<file path="src/csd_defs.vh">
`ifndef CSD_DEFS_VH
`define CSD_DEFS_VH

// ---------------------------------------------------------------
// register map
// ---------------------------------------------------------------
`define CSD_ADDR_W          6
`define CSD_REG_DELIM_ADDR  6'h0B
`define CSD_DELIM_RESET     8'hA7

// ---------------------------------------------------------------
// symbol sizes per modulation
// ---------------------------------------------------------------
`define CSD_BPSK_SYMS       4'h8
`define CSD_OQPSK_SYMS      4'h2
`define CSD_BPSK_SYM_BITS   3'h1
`define CSD_OQPSK_SYM_BITS  3'h4

`endif

</file>
<file path="src/csd_shift.v">
`timescale 1ns/1ps
`default_nettype none

// ---------------------------------------------------------------
// lsb-first octet shifter: 1 or 4 bits per symbol
// ---------------------------------------------------------------
module csd_shift (
    input  wire       sys_clk,
    input  wire       srst,
    input  wire       load,
    input  wire [7:0] load_val,
    input  wire       shift,
    input  wire       nib_mode,
    input  wire [3:0] sym_in,
    output wire [7:0] octet,
    output wire [3:0] sym_out
);
    reg [7:0] sr_r;
    reg [7:0] sr_nxt;

    always @* begin
        sr_nxt = sr_r;
        if (load) begin
            sr_nxt = load_val;
        end else if (shift) begin
            // receive fills from top, transmit drains from bottom
            if (nib_mode)
                sr_nxt = {sym_in, sr_r[7:4]};
            else
                sr_nxt = {sym_in[0], sr_r[7:1]};
        end
    end

    always @(posedge sys_clk) begin
        if (srst)
            sr_r <= 8'h00;
        else
            sr_r <= sr_nxt;
    end

    assign octet   = sr_r;
    assign sym_out = nib_mode ? sr_r[3:0] : {3'h0, sr_r[0]};
endmodule // csd_shift

`default_nettype wire

</file>
<file path="src/csd_framer.v">
`timescale 1ns/1ps
`default_nettype none
`include "csd_defs.vh"

module csd_framer (
    input  wire       sys_clk,
    input  wire       srst,
    input  wire       reg_wr,
    input  wire       reg_rd,
    input  wire [5:0] reg_addr,
    input  wire [7:0] reg_wdata,
    output reg  [7:0] reg_rdata,
    input  wire       oqpsk_mode,
    input  wire       rx_search,
    input  wire       rx_sym_vld,
    input  wire [3:0] rx_sym,
    input  wire       rx_phr_ok,
    input  wire       rx_phr_bad,
    input  wire       rx_start_en,
    input  wire       tx_pre_done,
    input  wire       tx_sym_rdy,
    output reg        tx_sym_vld,
    output reg  [3:0] tx_sym,
    output reg        tx_delim_done,
    output reg        rx_synced,
    output reg        rx_start_evt
);
    // ---------------------------------------------------------------
    // states
    // ---------------------------------------------------------------
    localparam [3:0] ST_IDLE = 4'b0001;
    localparam [3:0] ST_TX   = 4'b0010;
    localparam [3:0] ST_RX   = 4'b0100;
    localparam [3:0] ST_PHR  = 4'b1000;

    reg  [7:0] start_delimiter_value_r;
    reg  [7:0] frame_delim_r;
    reg  [3:0] state_r;
    reg  [3:0] state_nxt;
    reg  [3:0] sym_cnt_r;
    reg  [3:0] sym_cnt_nxt;
    reg        nib_r;
    reg        sh_load;
    reg        sh_shift;
    wire [7:0] sh_octet;
    wire [7:0] rx_cand;
    wire       rx_last;

    // ---------------------------------------------------------------
    // helpers
    // ---------------------------------------------------------------
    function [3:0] syms_per_octet;
        input q;
        begin
            syms_per_octet = q ? `CSD_OQPSK_SYMS : `CSD_BPSK_SYMS;
        end
    endfunction

    function hits_delim;
        input [5:0] a;
        begin
            hits_delim = a == `CSD_REG_DELIM_ADDR;
        end
    endfunction

    function [3:0] lsb_sym;
        input       q;
        input [7:0] v;
        begin
            // first symbol out carries the lowest bits
            lsb_sym = q ? v[3:0] : {3'h0, v[0]};
        end
    endfunction

    // ---------------------------------------------------------------
    // register port
    // ---------------------------------------------------------------
    always @(posedge sys_clk) begin
        if (srst) begin
            start_delimiter_value_r <= `CSD_DELIM_RESET;
            reg_rdata               <= 8'h00;
        end else begin
            if (reg_wr && hits_delim(reg_addr))
                start_delimiter_value_r <= reg_wdata;
            // low-nibble-zero values still accepted; software's care
            if (reg_rd && hits_delim(reg_addr))
                reg_rdata <= start_delimiter_value_r;
            else if (reg_rd)
                reg_rdata <= 8'h00;
        end
    end

    // ---------------------------------------------------------------
    // octet shifter
    // ---------------------------------------------------------------
    csd_shift u_shift (
        .sys_clk  (sys_clk),
        .srst     (srst),
        .load     (sh_load),
        .load_val (start_delimiter_value_r),
        .shift    (sh_shift),
        .nib_mode (nib_r),
        .sym_in   (rx_sym),
        .octet    (sh_octet),
        .sym_out  ()
    );

    // ---------------------------------------------------------------
    // receive window
    // ---------------------------------------------------------------
    // sliding window: once a full octet of symbols is in, match at any symbol boundary while searching
    assign rx_cand = nib_r ? {rx_sym, sh_octet[7:4]}
                           : {rx_sym[0], sh_octet[7:1]};
    assign rx_last = sym_cnt_r == 4'h1;

    // ---------------------------------------------------------------
    // control
    // ---------------------------------------------------------------
    always @* begin
        state_nxt   = state_r;
        sym_cnt_nxt = sym_cnt_r;
        sh_load     = 1'b0;
        sh_shift    = 1'b0;
        case (state_r)
            ST_IDLE: begin
                if (tx_pre_done) begin
                    // snapshot so later writes wait a frame
                    sh_load     = 1'b1;
                    sym_cnt_nxt = syms_per_octet(oqpsk_mode);
                    state_nxt   = ST_TX;
                end else if (rx_search) begin
                    sym_cnt_nxt = syms_per_octet(oqpsk_mode);
                    state_nxt   = ST_RX;
                end
            end
            ST_TX: begin
                if (tx_sym_rdy) begin
                    sh_shift    = 1'b1;
                    sym_cnt_nxt = sym_cnt_r - 4'h1;
                    if (rx_last)
                        state_nxt = ST_IDLE;
                end
            end
            ST_RX: begin
                if (!rx_search) begin
                    state_nxt = ST_IDLE;
                end else if (rx_sym_vld) begin
                    sh_shift = 1'b1;
                    if (sym_cnt_r != 4'h0)
                        sym_cnt_nxt = sym_cnt_r - 4'h1;
                    // other delimiters keep the search going
                    if ((sym_cnt_r <= 4'h1) && rx_cand == frame_delim_r)
                        state_nxt = ST_PHR;
                end
            end
            ST_PHR: begin
                if (rx_phr_ok || rx_phr_bad || !rx_search)
                    state_nxt = ST_IDLE;
            end
            default: state_nxt = ST_IDLE;
        endcase
    end

    always @(posedge sys_clk) begin
        if (srst) begin
            state_r       <= ST_IDLE;
            sym_cnt_r     <= 4'h0;
            nib_r         <= 1'b0;
            frame_delim_r <= `CSD_DELIM_RESET;
        end else begin
            state_r   <= state_nxt;
            sym_cnt_r <= sym_cnt_nxt;
            // snapshot only while idle, so a write never splits a frame
            if (state_r == ST_IDLE) begin
                nib_r         <= oqpsk_mode;
                frame_delim_r <= start_delimiter_value_r;
            end
        end
    end

    // ---------------------------------------------------------------
    // transmit outputs
    // ---------------------------------------------------------------
    always @(posedge sys_clk) begin
        if (srst) begin
            tx_sym_vld    <= 1'b0;
            tx_sym        <= 4'h0;
            tx_delim_done <= 1'b0;
        end else begin
            tx_sym_vld    <= state_nxt == ST_TX;
            // symbol must hold while the consumer stalls
            if (sh_load) begin
                tx_sym <= lsb_sym(oqpsk_mode, start_delimiter_value_r);
            end else if (state_r == ST_TX && tx_sym_rdy) begin
                tx_sym <= nib_r ? sh_octet[7:4] : {3'h0, sh_octet[1]};
            end
            tx_delim_done <= state_r == ST_TX && tx_sym_rdy && rx_last;
        end
    end

    // ---------------------------------------------------------------
    // receive outputs
    // ---------------------------------------------------------------
    always @(posedge sys_clk) begin
        if (srst) begin
            rx_synced    <= 1'b0;
            rx_start_evt <= 1'b0;
        end else begin
            // byte lock only: the octet itself is not handed on
            rx_synced    <= state_r == ST_RX && state_nxt == ST_PHR;
            rx_start_evt <= state_r == ST_PHR && rx_phr_ok
                            && rx_start_en;
        end
    end
endmodule // csd_framer

`default_nettype wire

</file>
<file path="config.mk">
export PLATFORM = sky130hd
export DESIGN_NAME = csd_framer
export DESIGN_NICKNAME = d
export VERILOG_FILES = /design/src/csd_shift.v /design/src/csd_framer.v
export VERILOG_INCLUDE_DIRS = /design/src
export SDC_FILE = /design/constraint.sdc
export NUM_CORES = 1
export LEC_CHECK = 0
export BUFFER_PORTS_ARGS = -buffer_cell sky130_fd_sc_hd__buf_2
export CAP_MARGIN = 25
export CORE_MARGIN = 4
export CORE_UTILIZATION = 45
export CTS_CLUSTER_DIAMETER = 50
export CTS_CLUSTER_SIZE = 10
export DETAILED_ROUTE_END_ITERATION = 10
export GPL_TIMING_DRIVEN = 0
export PLACE_DENSITY = 0.76
export SYNTH_ARGS = -nofsm -noshare
export SYNTH_HDL_FRONTEND = slang
export SYNTH_HIERARCHICAL = 1
export SYNTH_SLANG_ARGS = --single-unit
export TNS_END_PERCENT = 5
</file>
<file path="constraint.sdc">
create_clock -name sys_clk -period 1.8 [get_ports sys_clk]
set_input_delay 0.36 -clock sys_clk [delete_from_list [all_inputs] [get_ports sys_clk]]
set_output_delay 0.36 -clock sys_clk [all_outputs]
set_load 0.02 [all_outputs]
</file>
==> impl_metrics.tcl <==
set metrics [dict create \
    status "complete, but fails checks" \
    failed_checks "negative setup slack" \
    leakage_nw 1.24 \
    fp.dieH_um 82.9 \
    area_growth_pct 22.7 \
    cts_max_path_buffers 2 \
    synthCells 280 \
    post-dp-hpwl_mm 4.42 \
    dr.pass1.iters 4 \
    dieArea_um2 6870 \
    max_cap_viol_count 0 \
    fmax_mhz 550 \
    hold_viol 0 \
    worst_r2r_endpoint "u_shift/octet[6]$_SDFFE_PP0P_" \
    crit_fanout 15 \
    diodes 0 \
    postRouteAntennaNets 0 \
    r2r_setup_slack_ps -20 \
    avgSynthCellArea_um2 9.01 \
    worstRegToRegCells 9 \
    min-delay-path-class "in -> reg" \
    holdWs_ps 290 \
    vias 2240 \
    syn-num-nets 312 \
    min_period_over_period_pct 101 \
    rr_startpoint "state_r[2]$_SDFF_PP0_" \
    rows 26 \
    cts-buffers-inserted 5 \
    clkSinkCount 48 \
    nets 370 \
    rsz0062_at_grt "true" \
    track_usage_pct 17.5 \
    grt_antenna_before_repair 0 \
    tns_ps -25.8 \
    min_to "start_delimiter_value_r[2]$_SDFFE_PP1P_" \
    endpoint_kind "register" \
    ios 46 \
    whs_path_depth 3 \
    start_kind "register" \
    layout.cells.non_filler 409 \
    coreArea_um2 5270 \
    slew_headroom_pct 63.0 \
    drt_iter0_drc 219 \
    tightest_slew_ps 555 \
    yosysWarnings 6 \
    avgViaCountPerCell 5.48 \
    critical_path_class "reg -> reg" \
    die_x_um 82.9 \
    finClkSkew_ps 6.86 \
    fin_util_pct 58.7 \
    first_global_vias 2122 \
    max-vdd-ir-drop_mv 0.456 \
    slew_viol_final 0 \
    fin_total_pwr_mw 3.21 \
    gr-total-overflow 0 \
    drive_above_1_share_pct 32.4 \
    place.gp.congestion 0.830 \
    grt_pass1_wl_mm 10.1 \
    cp.required_ps 2040 \
    synth_area_um2 2520 \
    layout_min_cycle_time_ps 1820 \
    power_density_nw_per_um2 1040 \
    fin_ws_ps -19.0 \
    crit_arrival_ps 2060 \
    portBuffers 44 \
    cts_tree "done" \
    dp.cells 394 \
    path_clk_slew_ps 90 \
    start_util_pct 47.9 \
    wl_per_cell_um 15.3 \
    grt_max_degree 16 \
    setup_violations 3 \
    htreeDepth 2 \
    drc 0 \
    clk_latency_ps 300 \
    routed_wl_mm 6.26 \
    hold_start "reg_wdata[2]" \
    cts-root-buf "clkbuf_8" \
]
flip-flops by register name (all words and copies together) (netlist names):
name,flops
rx_start_evt,1
tx_sym_vld,1
reg_rdata,8
state_r,4
tx_sym,4
nib_r,1
tx_delim_done,1
start_delimiter_value_r,8
rx_synced,1
u_shift/octet,7
sym_cnt_r,4
frame_delim_r,8
per-layer routing:
metal  track usage (%)  share of wire [%]  vias up  routed length (um)
met5                 0                  0        -                   0
met4              4.61                1.2        0                  74
met3              3.96                6.3        8                 397
met2              27.2                 46       80                2860
met1              24.3                 47     1035                2920
li1                  -                  -     1117                   -
repair_timing:
action | in CTS | in global routing
pin swaps | 6 | 7
resized for setup | 18 | 13
setup buffers | 7 | 2
hold endpoints to repair | 0 | 0
hold buffers | 0 | 0
cloned | 0 | 0
setup endpoints to repair | 14 | 20
area by class of cell:
cell class,count,area [um2]
fillers,478,2180
multi-input cells,208,1490
flip-flops and latches,48,971
repair buffers,53,288
plain buffers,17,139
well taps,70,87.6
clock buffers,6,82.6
inverters,5,18.8
clock inverters,2,15.0
stage by stage:
step / instance area [um2] / worst slack [ps]
finish: 3090 / -19.0
global placement: 2850 / -199
CTS: 3050 / -22.3
floorplan: 2540 / -39.6
detailed placement: 2850 / -239
global route: 3090 / -58.5
report_power, final:
| group | internal [mW] | switching (mW) |
|---|---|---|
| Combinational | 0.599 | 0.658 |
| Clock | 0.311 | 0.377 |
| Sequential | 1.17 | 0.0979 |
layout by cell type (no fill, tap or decap), drive strengths merged, types with 2 or more instances in the layout:
master,n
nand4,2
nand2,32
xor2,3
buf,64
nand2b,9
or3b,3
a21oi,19
o221ai,6
o211ai,2
clkinvlp,2
nand3,33
nor2,19
nor4,3
ha,2
nor2b,2
o21ai,6
xnor2,7
mux2i,28
nor3,2
or4b,8
dfxtp,48
nor4b,2
inv,5
nand4b,2
clkbuf,12
a21o,3
and2,2
how the worst max path moves through the flow:
| stage | from | to | depth (start not counted) |
|---|---|---|---|
| 2_1_floorplan | state_r[2]$_SDFF_PP0_ | u_shift/octet[4]$_SDFFE_PP0P_ | 9 |
| 3_3_place_gp | state_r[1]$_SDFF_PP0_ | u_shift/octet[6]$_SDFFE_PP0P_ | 8 |
| 3_5_place_dp | state_r[1]$_SDFF_PP0_ | u_shift/octet[6]$_SDFFE_PP0P_ | 8 |
| 4_1_cts | state_r[2]$_SDFF_PP0_ | u_shift/octet[5]$_SDFFE_PP0P_ | 8 |
| 5_1_grt | state_r[0]$_SDFF_PP1_ | u_shift/octet[7]$_SDFFE_PP0P_ | 7 |
| 6_report | state_r[2]$_SDFF_PP0_ | u_shift/octet[6]$_SDFFE_PP0P_ | 9 |
worst max-delay path, stage by stage (launching register included):
cell and delay (ps):
dfxtp_2 330, buf_6 130, or3b_4 130, buf_6 110, nor2_8 30, and2_4 140
buf_12 140, buf_8 130, or4b_4 530, o211ai_2 70
Power figures use the tool's default switching activity.
